==> src/shared/fskhi_pkg.sv <==
// Constants and types of the FSK modem host register interface
package fskhi_pkg;
    // ==========================================
    // Register selects
    localparam logic [1:0] SEL_DATA = 2'h0;
    localparam logic [1:0] SEL_CMD = 2'h1;
    localparam logic [1:0] SEL_CTRL = 2'h2;
    localparam logic [1:0] SEL_MODE = 2'h3;
    // ==========================================
    // Command fields
    localparam int CMD_ACQUIRE_SYMBOL_TIMING = 7;
    localparam int CMD_ACQUIRE_SIGNAL_LEVELS = 6;
    localparam int CMD_CRC = 5;
    localparam int CMD_IMP = 4;
    localparam logic [2:0] TASK_NULL = 3'h0;
    localparam logic [2:0] TASK_SEND_24_RAW_SYMBOLS_SFSH = 3'h1;
    localparam logic [2:0] TASK_HDR = 3'h2;
    localparam logic [2:0] TASK_MID = 3'h3;
    localparam logic [2:0] TASK_LAST_SFS = 3'h4;
    localparam logic [2:0] TASK_4S = 3'h5;
    localparam logic [2:0] TASK_NULL6 = 3'h6;
    localparam logic [2:0] TASK_RESET = 3'h7;
    // ==========================================
    // Status, mode and control fields
    localparam int ST_BUFFER_FREE_FLAG = 7;
    localparam int ST_IRQ = 6;
    localparam int ST_CRCERR = 5;
    localparam int MODE_INTERRUPT_ENABLE_BIT = 7;
    localparam int MODE_TX = 6;
    localparam int CTL_BW_LSB = 0;
    localparam int CTL_LEV_LSB = 2;
    localparam logic [7:0] REG_RESET = 8'h00;
    // ==========================================
    // Sizes and timing
    localparam logic [3:0] BUF_LAST = 4'hb;
    localparam logic [6:0] BLK_SYMS = 7'h40;
    localparam logic [15:0] CRC_ONES = 16'hffff;
    localparam logic [15:0] CRC_POLY = 16'h1021;
    localparam int CLK_HZ = 200000000;
    localparam int SYM_RATE_HZ = 4800;
    localparam int SYM_CYC_DEF = CLK_HZ / SYM_RATE_HZ;
    // ==========================================
    // Symbol levels, zero is the bias level
    localparam logic [2:0] LVL_P3 = 3'h3;
    localparam logic [2:0] LVL_P1 = 3'h1;
    localparam logic [2:0] LVL_M1 = 3'h7;
    localparam logic [2:0] LVL_M3 = 3'h5;
    localparam logic [2:0] LVL_BIAS = 3'h0;
    typedef enum logic [5:0] {
        S_IDLE = 6'h01, S_LOAD = 6'h02, S_ENC = 6'h04,
        S_SEND = 6'h08, S_COLL = 6'h10, S_DEC = 6'h20
    } fskhi_state_e;
endpackage

==> src/verilog/fskhi_host_port.sv <==
// Host register port and task engine of the FSK modem
`timescale 1ns/10ps
`default_nettype none
// Overview of operation
// - Bit pairs map 11,10,00,01 to +3,+1,-1,-3
// - Raw tasks send bits 7..6 first
// - Block tasks code three bits per symbol pair
// - Header own checksum, payload checksum at end
// - Four write registers, three read registers
// - Two selects choose buffer, command, control, mode
// - Twelve byte buffer behind one location
// - Pointer steps per access from byte zero
// - Receive works without host reading buffer
// - Command write launches task with qualifiers
// - Idle transmit drives bias level
// - Idle receive keeps filling symbol buffer
// - Bit 7 starts timing acquisition in receive
// - Each bit 7 write in receive restarts timing acquisition, except with task 7
// - Bit 6 starts level acquisition in receive
// - Each bit 6 write in receive restarts level acquisition, except with task 7
// - Transmit block: checksum, code, interleave
// - Receive block: deinterleave, decode, check
// - Task in bits 2..0, 0 none, 7 cancel
// - Task clears free flag, completion sets flags
module fskhi_host_port
    import fskhi_pkg::*;
#(
    parameter int SYM_CYCLES = SYM_CYC_DEF
) (
    input wire logic clk,
    input wire logic rst,
    input wire logic cs_n,
    input wire logic rd_n,
    input wire logic wr_n,
    input wire logic reg_select_lo,
    input wire logic reg_select_hi,
    input wire logic [7:0] d_in,
    output logic [7:0] d_out,
    output logic d_oe,
    output logic irq_n,
    output logic [2:0] tx_analog_out,
    output logic tx_pulse_shape_sel,
    input wire logic [2:0] rx_analog_in,
    input wire logic rx_sym_strobe,
    input wire logic [7:0] quality_in,
    output logic [1:0] timing_loop_bandwidth,
    output logic [1:0] level_response_time,
    output logic acquire_symbol_timing,
    output logic acquire_signal_levels
);
    // ==========================================
    // Helpers
    function automatic logic [2:0] bits2lvl(input logic [1:0] b);
        case (b)
            2'h3: bits2lvl = LVL_P3;
            2'h2: bits2lvl = LVL_P1;
            2'h0: bits2lvl = LVL_M1;
            default: bits2lvl = LVL_M3;
        endcase
    endfunction
    function automatic logic [1:0] lvl2bits(input logic [2:0] l);
        case (l)
            LVL_P3: lvl2bits = 2'h3;
            LVL_P1: lvl2bits = 2'h2;
            LVL_M1: lvl2bits = 2'h0;
            default: lvl2bits = 2'h1;
        endcase
    endfunction
    function automatic logic [5:0] ilv(input logic [5:0] i);
        ilv = {i[2:0], i[5:3]};
    endfunction
    function automatic logic [15:0] crc_byte(input logic [15:0] c,
                                             input logic [7:0] b);
        logic [15:0] r;
        r = c;
        for (int k = 7; k >= 0; k--) begin
            r = (r[15] ^ b[k]) ? ((r << 1) ^ CRC_POLY) : (r << 1);
        end
        crc_byte = r;
    endfunction
    // ==========================================
    // Registers
    fskhi_state_e state_reg;
    logic [7:0] buf_reg [12];
    logic [1:0] sym_mem [64];
    logic [3:0] ptr_reg, ld_idx, ld_last;
    logic [6:0] nsym_reg, tx_idx, rx_wr_idx;
    logic [2:0] task_reg;
    logic [95:0] blk_bits, dec_sr, enc_full, dec_bits;
    logic [15:0] crc_reg, payload_checksum_reg;
    logic [31:0] tmr_reg;
    logic [7:0] ctrl_reg, mode_reg;
    logic buffer_free_flag_reg, irq_reg, crcerr_reg, wr_n_q, rd_n_q, blk_reg;
    logic wr_edge, rd_edge, cmd_wr, task_start, is_tx, done_pulse;
    logic [1:0] sel;
    assign sel = {reg_select_hi, reg_select_lo};
    assign wr_edge = !cs_n && !wr_n && wr_n_q;
    assign rd_edge = !cs_n && !rd_n && rd_n_q;
    assign is_tx = mode_reg[MODE_TX];
    assign cmd_wr = wr_edge && (sel == SEL_CMD);
    assign task_start = cmd_wr && (state_reg == S_IDLE)
        && (d_in[2:0] != TASK_NULL) && (d_in[2:0] != TASK_NULL6)
        && (d_in[2:0] != TASK_RESET);
    assign done_pulse = (state_reg == S_LOAD && ld_idx == ld_last)
        || (state_reg == S_DEC && ld_idx == ld_last);
    assign d_oe = !cs_n && !rd_n;
    assign irq_n = !(irq_reg && mode_reg[MODE_INTERRUPT_ENABLE_BIT]);
    assign timing_loop_bandwidth = ctrl_reg[CTL_BW_LSB +: 2];
    assign level_response_time = ctrl_reg[CTL_LEV_LSB +: 2];
    // ==========================================
    // FEC coding and interleave
    generate
        for (genvar j = 0; j < 32; j++) begin : g_fec
            logic [1:0] s1;
            assign s1 = sym_mem[ilv(6'(2*j + 1))];
            assign dec_bits[95 - 3*j -: 3] =
                {sym_mem[ilv(6'(2*j))], s1[1]};
        end
    endgenerate
    assign enc_full = blk_reg ? blk_bits : {blk_bits[79:0], crc_reg};
    // ==========================================
    // Bus strobes and configuration
    always_ff @(posedge clk or posedge rst) begin
        if (rst) begin
            wr_n_q <= 1'b1;
            rd_n_q <= 1'b1;
            ctrl_reg <= REG_RESET;
            mode_reg <= REG_RESET;
            tx_pulse_shape_sel <= 1'b0;
        end else begin
            wr_n_q <= cs_n | wr_n;
            rd_n_q <= cs_n | rd_n;
            if (wr_edge && sel == SEL_CTRL) begin
                ctrl_reg <= d_in;
            end
            if (wr_edge && sel == SEL_MODE) begin
                mode_reg <= d_in;
            end
            if (cmd_wr) begin
                tx_pulse_shape_sel <= d_in[CMD_IMP];
            end
        end
    end
    // ==========================================
    // Acquisition restarts
    always_ff @(posedge clk or posedge rst) begin
        if (rst) begin
            acquire_symbol_timing <= 1'b0;
            acquire_signal_levels <= 1'b0;
        end else begin
            acquire_symbol_timing <= cmd_wr && !is_tx
                && d_in[CMD_ACQUIRE_SYMBOL_TIMING] && (d_in[2:0] != TASK_RESET);
            acquire_signal_levels <= cmd_wr && !is_tx
                && d_in[CMD_ACQUIRE_SIGNAL_LEVELS] && (d_in[2:0] != TASK_RESET);
        end
    end
    // ==========================================
    // Read data and status flags
    always_ff @(posedge clk or posedge rst) begin
        if (rst) begin
            d_out <= 8'h00;
            buffer_free_flag_reg <= 1'b1;
            irq_reg <= 1'b0;
        end else begin
            if (rd_edge) begin
                case (sel)
                    SEL_DATA: d_out <= buf_reg[ptr_reg];
                    SEL_CMD: d_out <= {buffer_free_flag_reg, irq_reg, crcerr_reg,
                                       5'h00};
                    SEL_CTRL: d_out <= quality_in;
                    default: d_out <= 8'h00;
                endcase
            end
            if (done_pulse || (cmd_wr && d_in[2:0] == TASK_RESET)) begin
                buffer_free_flag_reg <= 1'b1;
            end else if (task_start) begin
                buffer_free_flag_reg <= 1'b0;
            end
            if (done_pulse) begin
                irq_reg <= 1'b1;
            end else if (rd_edge && sel == SEL_CMD) begin
                irq_reg <= 1'b0;
            end
        end
    end
    // ==========================================
    // Buffer pointer and buffer storage
    always_ff @(posedge clk or posedge rst) begin
        if (rst) begin
            ptr_reg <= 4'h0;
        end else if (task_start || done_pulse || cmd_wr) begin
            ptr_reg <= 4'h0;
        end else if (sel == SEL_DATA && (wr_edge || rd_edge)) begin
            ptr_reg <= (ptr_reg == BUF_LAST) ? 4'h0 : ptr_reg + 4'h1;
        end
    end
    always_ff @(posedge clk) begin
        if (wr_edge && sel == SEL_DATA) begin
            buf_reg[ptr_reg] <= d_in;
        end else if (state_reg == S_DEC) begin
            buf_reg[ld_idx] <= blk_reg ? dec_sr[95:88] : {
                sym_mem[0], sym_mem[1], sym_mem[2], sym_mem[3]};
        end
    end
    // ==========================================
    // Symbol buffer
    always_ff @(posedge clk or posedge rst) begin
        if (rst) begin
            rx_wr_idx <= 7'h00;
        end else if (task_start) begin
            rx_wr_idx <= 7'h00;
        end else if (!is_tx && rx_sym_strobe) begin
            rx_wr_idx <= rx_wr_idx + 7'h01;
        end
    end
    always_ff @(posedge clk) begin
        if (!is_tx && rx_sym_strobe) begin
            sym_mem[rx_wr_idx[5:0]] <= lvl2bits(rx_analog_in);
        end else if (state_reg == S_LOAD && nsym_reg != BLK_SYMS) begin
            for (int k = 0; k < 4; k++) begin
                sym_mem[{ld_idx[3:0], 2'(k)}] <= buf_reg[ld_idx][7-2*k -: 2];
            end
        end else if (state_reg == S_ENC) begin
            for (int j = 0; j < 32; j++) begin
                sym_mem[ilv(6'(2*j))] <= enc_full[95 - 3*j -: 2];
                sym_mem[ilv(6'(2*j + 1))] <= {enc_full[95 - 3*j - 2],
                    ^enc_full[95 - 3*j -: 3]};
            end
        end
    end
    // ==========================================
    // Task engine
    always_ff @(posedge clk or posedge rst) begin
        if (rst) begin
            state_reg <= S_IDLE;
            ld_idx <= 4'h0;
            ld_last <= 4'h0;
            nsym_reg <= 7'h00;
            tx_idx <= 7'h00;
            task_reg <= TASK_NULL;
            blk_reg <= 1'b0;
            blk_bits <= '0;
            dec_sr <= '0;
            crc_reg <= CRC_ONES;
            payload_checksum_reg <= CRC_ONES;
            crcerr_reg <= 1'b0;
            tmr_reg <= 32'h0;
        end else if (cmd_wr && d_in[2:0] == TASK_RESET) begin
            state_reg <= S_IDLE;
        end else begin
            case (state_reg)
                S_IDLE: begin
                    ld_idx <= 4'h0;
                    tx_idx <= 7'h00;
                    tmr_reg <= 32'h0;
                    if (task_start) begin
                        task_reg <= d_in[2:0];
                        blk_reg <= d_in[2:0] == TASK_MID;
                        if (d_in[2:0] == TASK_HDR || (!is_tx
                            && d_in[2:0] == TASK_SEND_24_RAW_SYMBOLS_SFSH)) begin
                            crc_reg <= d_in[CMD_CRC] ? 16'h0000 : CRC_ONES;
                            payload_checksum_reg <= d_in[CMD_CRC] ? 16'h0000 : CRC_ONES;
                        end else begin
                            crc_reg <= payload_checksum_reg;
                        end
                        case (d_in[2:0])
                            TASK_SEND_24_RAW_SYMBOLS_SFSH: ld_last <= is_tx ? 4'h5 : 4'hb;
                            TASK_MID: ld_last <= 4'hb;
                            TASK_4S: ld_last <= 4'h0;
                            default: ld_last <= is_tx ? 4'h9 : 4'hb;
                        endcase
                        if (is_tx) begin
                            nsym_reg <= (d_in[2:0] == TASK_4S) ? 7'h04 :
                                (d_in[2:0] == TASK_SEND_24_RAW_SYMBOLS_SFSH) ? 7'h18
                                : BLK_SYMS;
                            state_reg <= S_LOAD;
                        end else begin
                            nsym_reg <= (d_in[2:0] == TASK_4S) ? 7'h04 :
                                (d_in[2:0] == TASK_LAST_SFS) ? 7'h00
                                : BLK_SYMS;
                            state_reg <= S_COLL;
                        end
                    end
                end
                S_LOAD: begin
                    blk_bits <= {blk_bits[87:0], buf_reg[ld_idx]};
                    crc_reg <= crc_byte(crc_reg, buf_reg[ld_idx]);
                    ld_idx <= ld_idx + 4'h1;
                    if (ld_idx == ld_last) begin
                        state_reg <= (nsym_reg == BLK_SYMS) ? S_ENC
                            : S_SEND;
                    end
                end
                S_ENC: begin
                    payload_checksum_reg <= crc_reg;
                    state_reg <= S_SEND;
                end
                S_SEND: begin
                    tmr_reg <= (tmr_reg == 32'(SYM_CYCLES - 1)) ? 32'h0
                        : tmr_reg + 32'h1;
                    if (tmr_reg == 32'(SYM_CYCLES - 1)) begin
                        tx_idx <= tx_idx + 7'h01;
                        if (tx_idx == nsym_reg - 7'h01) begin
                            state_reg <= S_IDLE;
                        end
                    end
                end
                S_COLL: begin
                    dec_sr <= dec_bits;
                    ld_idx <= 4'h0;
                    blk_reg <= nsym_reg == BLK_SYMS;
                    if (rx_wr_idx >= nsym_reg) begin
                        state_reg <= S_DEC;
                    end
                end
                S_DEC: begin
                    dec_sr <= {dec_sr[87:0], 8'h00};
                    crc_reg <= crc_byte(crc_reg, dec_sr[95:88]);
                    ld_idx <= ld_idx + 4'h1;
                    if (ld_idx == ld_last) begin
                        crcerr_reg <= blk_reg
                            && crc_byte(crc_reg, dec_sr[95:88]) != 16'h0;
                        payload_checksum_reg <= crc_byte(crc_reg, dec_sr[95:88]);
                        state_reg <= S_IDLE;
                    end
                end
                default: state_reg <= S_IDLE;
            endcase
        end
    end
    // ==========================================
    // Transmit level output
    always_ff @(posedge clk or posedge rst) begin
        if (rst) begin
            tx_analog_out <= LVL_BIAS;
        end else if (state_reg == S_SEND && is_tx) begin
            tx_analog_out <= bits2lvl(sym_mem[tx_idx[5:0]]);
        end else begin
            tx_analog_out <= LVL_BIAS;
        end
    end
    // ==========================================
    // Checks
    a_free_clear: assert property (@(posedge clk) disable iff (rst)
        task_start |=> !buffer_free_flag_reg) else $error("free flag not cleared");
    a_done_flags: assert property (@(posedge clk) disable iff (rst)
        done_pulse |=> buffer_free_flag_reg && irq_reg) else $error("flags not set");
    a_idle_bias: assert property (@(posedge clk) disable iff (rst)
        (state_reg == S_IDLE) |=> tx_analog_out == LVL_BIAS)
        else $error("idle output not bias");
    a_ptr_step: assert property (@(posedge clk) disable iff (rst)
        (wr_edge && sel == SEL_DATA && ptr_reg < BUF_LAST)
        |=> ptr_reg == $past(ptr_reg) + 4'h1) else $error("pointer stuck");
    a_timing_acq: assert property (@(posedge clk) disable iff (rst)
        (cmd_wr && !is_tx && d_in[7] && d_in[2:0] != TASK_RESET)
        |=> acquire_symbol_timing) else $error("no timing acquire");
    a_timing_tx: assert property (@(posedge clk) disable iff (rst)
        (cmd_wr && is_tx) |=> !acquire_symbol_timing)
        else $error("timing acquire in transmit");
    a_level_acq: assert property (@(posedge clk) disable iff (rst)
        (cmd_wr && !is_tx && d_in[6] && d_in[2:0] != TASK_RESET)
        |=> acquire_signal_levels) else $error("no level acquire");
    a_unused_rd: assert property (@(posedge clk) disable iff (rst)
        (rd_edge && sel == SEL_MODE && !done_pulse) |=> d_out == 8'h00
        && ptr_reg == $past(ptr_reg)) else $error("select 3 read wrong");
    a_task_go: assert property (@(posedge clk) disable iff (rst)
        (task_start && is_tx) |=> state_reg == S_LOAD)
        else $error("transmit task not launched");
endmodule
`default_nettype wire

==> config.mk <==
export PLATFORM = sky130hd
export DESIGN_NAME = fskhi_host_port
export DESIGN_NICKNAME = d
export VERILOG_FILES = /design/src/shared/fskhi_pkg.sv /design/src/verilog/fskhi_host_port.sv
export SDC_FILE = /design/constraint.sdc
export NUM_CORES = 1
export LEC_CHECK = 0
export BUFFER_PORTS_ARGS = -buffer_cell sky130_fd_sc_hd__buf_2
export CAP_MARGIN = 0
export CELL_PAD_IN_SITES_DETAIL_PLACEMENT = 1
export CELL_PAD_IN_SITES_GLOBAL_PLACEMENT = 2
export CORE_UTILIZATION = 25
export DETAILED_ROUTE_END_ITERATION = 16
export PLACE_DENSITY = 0.53
export SLEW_MARGIN = 25
export SYNTH_ARGS = -nofsm -noshare
export SYNTH_HDL_FRONTEND = slang
export SYNTH_SLANG_ARGS = --single-unit
export TNS_END_PERCENT = 5
==> constraint.sdc <==
create_clock -name clk -period 13.6 [get_ports clk]
set_input_delay 1.36 -clock clk [delete_from_list [all_inputs] [get_ports clk]]
set_output_delay 1.36 -clock clk [all_outputs]
set_load 0.005 [all_outputs]
-- Word-level counts from Yosys, hierarchy flattened
Memory sizes are Yosys's and may differ from the RTL's.
Index checks and enable logic that the tools add are counted.
- bits in registers: 327
- memory bits (writable): 224
- input port bits: 27
- output and inout bits: 20
- word-level logic and storage cells: 305
- memories kept: 2
- memories (memory ; depth ; width ; rd ports ; clocked after memory_dff ; wr ports ; line ; text):
    sym_mem ; 64 ; 2 ; 65 ; 0 ; 64 ; fskhi_host_port.sv:85 ; logic [1:0] sym_mem [64];
    buf_reg ; 12 ; 8 ; 2 ; 0 ; 1 ; fskhi_host_port.sv:84 ; logic [7:0] buf_reg [12];
- add/sub/neg operators: 6
- order comparisons: 1
- eq/ne operators: 37
- muxes and demuxes: 96
- bitwise logic cells: 34
- reductions and logical operators: 104
- operator list (kind ; number):
    13-bit two-way mux ; 16
    96-bit case mux with 2 select lines ; 1
    96-bit two-way mux ; 1
    16-bit case mux with 3 select lines ; 2
    3-bit parity ; 32
    6-bit two-way mux ; 12
    16-bit two-way mux ; 4
    32-bit case mux with 2 select lines ; 1
    7-bit two-way mux ; 8
    3-bit NOT ; 15
    6-bit case mux with 6 select lines ; 1
    32-bit by 1-bit adder with 32-bit output (second input constant) ; 1
    32-bit by 16-bit equality test with 1-bit output (second input constant) ; 1
    32-bit two-way mux ; 1
    1-bit logical AND ; 28
    1-bit two-way mux ; 25
    4-bit two-way mux ; 6
    8-bit case mux with 3 select lines ; 1
    3-bit != test (second input constant) ; 6
    8-bit two-way mux ; 2
    16-bit nonzero test ; 1
    2-bit nonzero test ; 8
    1-bit bitwise XOR ; 16
    3-bit AND reduction ; 5
    43 further kinds ; 84

-- Logic depth before layout (Yosys ltp)
- depth after elaboration: 18
- gate-level depth with buffers: 11
- mapped depth without buffers: 9

-- Worst setup path before layout
Ideal clock, no wire load.
- path kind: in2reg
- start: input wr_n
- end: memory buf_reg[4][0], enable pin
- library setup time: 0.370 ns
- arrival: 3.138 ns
- required time: 13.230 ns
- path slack: 10.091 ns
- cell stages on the path: 8
- buffers on the path: 2
- path through: nor3b_1 -> and2_1 -> clkbuf_1 -> nor2_1 -> buf_1 -> nor3b_1 -> a21oi_1 -> nor2_1
- cells in the longest elaborated chain, start to end: 8
- elaborated cells on any way between the ends: 11
- classes of those cells: 6 x mux; 5 x reduce/logical
- RTL lines (what ; line ; text):
    start: declaration ; fskhi_host_port.sv:34 ; input wire logic wr_n,
    1-bit zero test (*) ; fskhi_host_port.sv:97 ; assign wr_edge = !cs_n && !wr_n && wr_n_q;
    1-bit logical AND (*) (2 in series) ; fskhi_host_port.sv:97 ;
    1-bit logical AND (*) ; fskhi_host_port.sv:198 ; if (wr_edge && sel == SEL_DATA) begin
    1-bit two-way mux ; fskhi_host_port.sv:198 ;
    1-bit two-way mux ; fskhi_host_port.sv:201 ; buf_reg[ld_idx] <= blk_reg ? dec_sr[95:88] : {
    8-bit OR reduction (no line) ; n/a ;
    4-bit two-way mux (no line) / 1-bit two-way mux (equally long branches) ; n/a ;
    end: declaration ; fskhi_host_port.sv:84 ;
Mark *: on every way between the ends. The rest lies on a longest branch, timed or not.

-- Final worst setup path
- start: input wr_n
- end: memory buf_reg[7][0], enable pin
Same word-level chain as after synthesis.

==> metrics.md <==
| Metric | Value |
|---|---|
| Status | `finished clean` |
| MaxCap Viol Count | `0` |
| ANT nets after route | `0` |
| Pwr Density | `between 150 and 200 nW/um^2` |
| Setup_tns | `0 ns` |
| Share of post-route cells with drive strength above 1 | `around 13%` |
| CP bufs+invs | `2` |
| Post-synth EDFFs | `around 220` |
| Max clock buf depth | `3` |
| Number of global-route vias before repair | `about 24000` |
| Antenna violations before repair | `8` |
| CP dominant cell by count | `nor3b_1` |
| CTS clk-pin slew, worst paths | `~0.050 ns` |
| R2R setup slack | `approximately 9.8 ns` |
| Setup crit end kind | `flop` |
| Largest net degree at the start of global routing | `110` |
| Area Overhead vs Synth | `13.8%` |
| Die height | `345 microns` |
| Largest register FFs | `around 130` |
| Cell depth of the worst setup path | `8` |
| Die area | `119000 sq um` |
| Routed WL | `120000 microns` |
| CTS HTree Levels | `3` |
| Placed instance area | `31000 sq um` |
| WP data arrival | `4.16 ns` |
| Peak supply drop | `0.0758 mV` |
| Filler instances | `13029` |
| GRT Util Overall | `19.9%` |
| Final Max Slew Viols | `0` |
| R2r startpoint | `ld_idx[0]` |
| WL per Instance | `26.8 microns` |
| Asr flop ratio synth | `between 50 and 60%` |
| Vias/cell | `roughly 5.2` |
| Synth Area per Inst | `between 9 and 10 sq um` |
| Crit path launch | `wr_n` |
| Core ar. | `~120000 sq um` |
| NumNets Final | `between 2000 and 3000` |
| Top delay family on crit path | `simple AND/OR/NAND/NOR gates` |
| Remaining global-route overflow | `0` |
| DIE WIDTH | `approximately 350 microns` |
| DRT Pass-1 Iters | `6` |
| CTS tree | `yes` |
| Cell Count, Final, Fillers Out | `4484` |
| Post-Syn Instances | `slightly below 3000` |
| Worst reg-to-reg path cell count | `9` |
| Placed cells | `between 4000 and 5000` |
| I/O pins | `47` |
| Clock sink count | `540` |
| Final setup vio count | `0` |
| Clock Latency Late Sink | `about 0.66 ns` |
| Leak | `roughly 12 nW` |
| Ys Warns | `0` |
| Sequential standard cell area | `about 15000 sq um` |
| Setup Skew | `approximately 0.037 ns` |
| Root Buffer Master | `clkbuf_16` |
| Min-Delay Path Class | `flop to flop` |
| Design area | `around 34000 sq um` |
| Top reg by flops | `sym_mem` |
| Fin util | `28.8%` |
| Ys flop type | `dfrtp_1` |
| Hold WS | `around 0.48 ns` |
| Drt first-iter violations | `slightly below 2000` |
| First-pass GRT wire length | `approximately 170000 microns` |
| Crit Path Class | `primary input to flop` |
| Drt drc | `0` |
| Syn Nets | `~3000` |
| Mapped Area | `about 30000 sq um` |
| Crit path to | `buf_reg[7][0]` |
| Worst r2r dst | `crc_reg[7]` |
| RSZ-0062 raised after global routing | `false` |
| # resized after CTS | `0` |
| Final hold vios | `0` |
| Final min period | `between 3 and 4 ns` |
| Multi-input gate area | `13800 sq um` |
| Post-route clock period utilization | `28.7%` |
| Slowest cell on the critical path | `nor2_1` |
| Worst-Margin Slew | `~1.2 ns` |
| CTS buffer count | `72` |
| CP Max Fanout | `25` |
| Post-CTS Hold Buffers | `0` |
| Slowest stage delay, CP | `roughly 0.80 ns` |
| Seq cells post-synth | `between 500 and 600` |
| GP Congestion | `0.885` |
| Netlist cell types | `91` |
| Seq/Total Area, Yosys | `about 50%` |
| Fmax | `between 0.2 and 0.3 GHz` |
| Postcts setup bufs | `0` |
| Dpl hpwl | `86700 microns` |
| Core Rows | `125` |
| Cell Chain, Critical Path | `buf_2, nor3b_1, and2_1, nor2_2, buf_4, nor3b_1, a21oi_1, nor2_1` |
| Starting Density | `about a quarter` |
| Slew HR | `between 10% and 20%` |
| IO Port Bufs | `between 40 and 50` |
| CP required | `between 10 and 15 ns` |
| CP Launch Type | `primary input` |
| DR vias | `roughly 23000` |
power breakdown:
part | switching (W) | internal [W]
logic | 0.00111 | 0.000710
clock network | 0.000803 | 0.00118
registers | 0.000403 | 0.00203
layout by cell type, fill, tap and decap left out, types with 8 or more instances in the layout:
cell type / Yosys / layout
dfrtp_1: 280 / 275
a21oi_1: 125 / 116
nand3_1: 51 / 51
clkinv_1: 2 / 11
nand4_1: 21 / 21
nor2_1: 266 / 262
edfxtp_1: 224 / 224
buf_4: 2 / 39
o21ai_0: 294 / 294
mux4_2: 75 / 75
xor2_1: 25 / 25
buf_2: 5 / 46
clkinv_2: 0 / 10
mux2i_1: 152 / 152
and3_1: 16 / 16
a221oi_1: 14 / 14
and2_1: 12 / 12
mux2_2: 11 / 11
nor2b_1: 14 / 12
ha_1: 19 / 19
o211ai_1: 35 / 35
clkbuf_1: 170 / 12
dfstp_2: 36 / 36
a21oi_2: 0 / 8
o21a_1: 11 / 10
clkbuf_16: 0 / 74
nand2b_1: 9 / 8
inv_1: 26 / 25
nor4_1: 12 / 11
nand2_1: 630 / 629
xnor2_1: 114 / 114
or3_1: 10 / 10
a31oi_1: 90 / 90
nor3_1: 10 / 9
a22o_1: 18 / 18
a211oi_1: 9 / 9
cell families after synthesis:
kind of cell	after synthesis	synth area share [%]
XOR/XNOR	145	4.59
flip-flops	540	49.8
AND/OR/NAND/NOR	1095	15.7
adder cells (fa/ha/maj)	19	0.807
AO/OA/AOI/OAI	663	13.5
multiplexers	245	11.9
buffers and inverters	252	3.76
stage by stage:
stage / worst slack (ns) / total power [W]
after floorplan: 3.56 / 0.00354
after global placement: 9.21 / 0.00423
after detailed placement: 9.08 / 0.00427
after CTS: 9.75 / 0.00628
after global routing: 9.38 / 0.00652
final: 9.69 / 0.00622
per-layer routing:
metal	vias up	wire, microns	track usage, %
li1	10434	-	-
met1	12108	56300	28.7
met2	538	54200	31.1
met3	155	6280	2.40
met4	0	3190	5.87
met5	-	0	0
cell usage after synthesis, types with 18 or more instances:
| cell | number | share of area [%] |
|---|---|---|
| mux2i_1 | 152 | 5.2 |
| a21oi_1 | 125 | 2.1 |
| buf_1 | 30 | 0.38 |
| a22o_1 | 18 | 0.53 |
| a31oi_1 | 90 | 1.9 |
| inv_1 | 26 | 0.33 |
| dfrtp_1 | 280 | 24 |
| nand2_1 | 630 | 8.0 |
| clkbuf_1 | 170 | 2.2 |
| o21ai_0 | 294 | 5.0 |
| o211ai_1 | 35 | 0.89 |
| edfxtp_1 | 224 | 23 |
| xor2_1 | 25 | 0.74 |
| ha_1 | 19 | 0.81 |
| mux4_2 | 75 | 5.7 |
| nand3_1 | 51 | 0.87 |
| xnor2_1 | 114 | 3.4 |
| nand4_1 | 21 | 0.45 |
| dfstp_2 | 36 | 3.2 |
| nor2_1 | 266 | 3.4 |
worst min-delay path by stage:
stage,startpoint,end,slack [ns],cells past startpoint
floorplan,blk_bits[88],blk_bits[88],0.45,2
global placement,blk_bits[90],blk_bits[90],0.46,2
detailed placement,blk_bits[90],blk_bits[90],0.47,2
CTS,blk_bits[90],blk_bits[90],0.48,2
global route,blk_bits[95],blk_bits[95],0.49,2
finish,blk_bits[95],blk_bits[95],0.48,2
area by class of cell:
cell class / instances / area share [%]
Multi-Input combinational cell: 2167 / 41.2
Antenna cell: 3 / 0.0224
Timing Repair Buffer: 88 / 1.73
Inverter: 29 / 0.347
Clock buffer: 93 / 5.94
Tap cell: 1524 / 5.68
Sequential cell: 540 / 43.8
Clock inverter: 40 / 1.31
worst register-to-register path, delay by kind of cell, from the launching register on:
kind	cells	cell delay, ns
XOR/XNOR	2	0.73
AO/OA/AOI/OAI	2	0.41
buffers and inverters	2	0.97
flip-flops	1	0.36
multiplexers	3	1.23
Power figures use the tool's default switching activity.
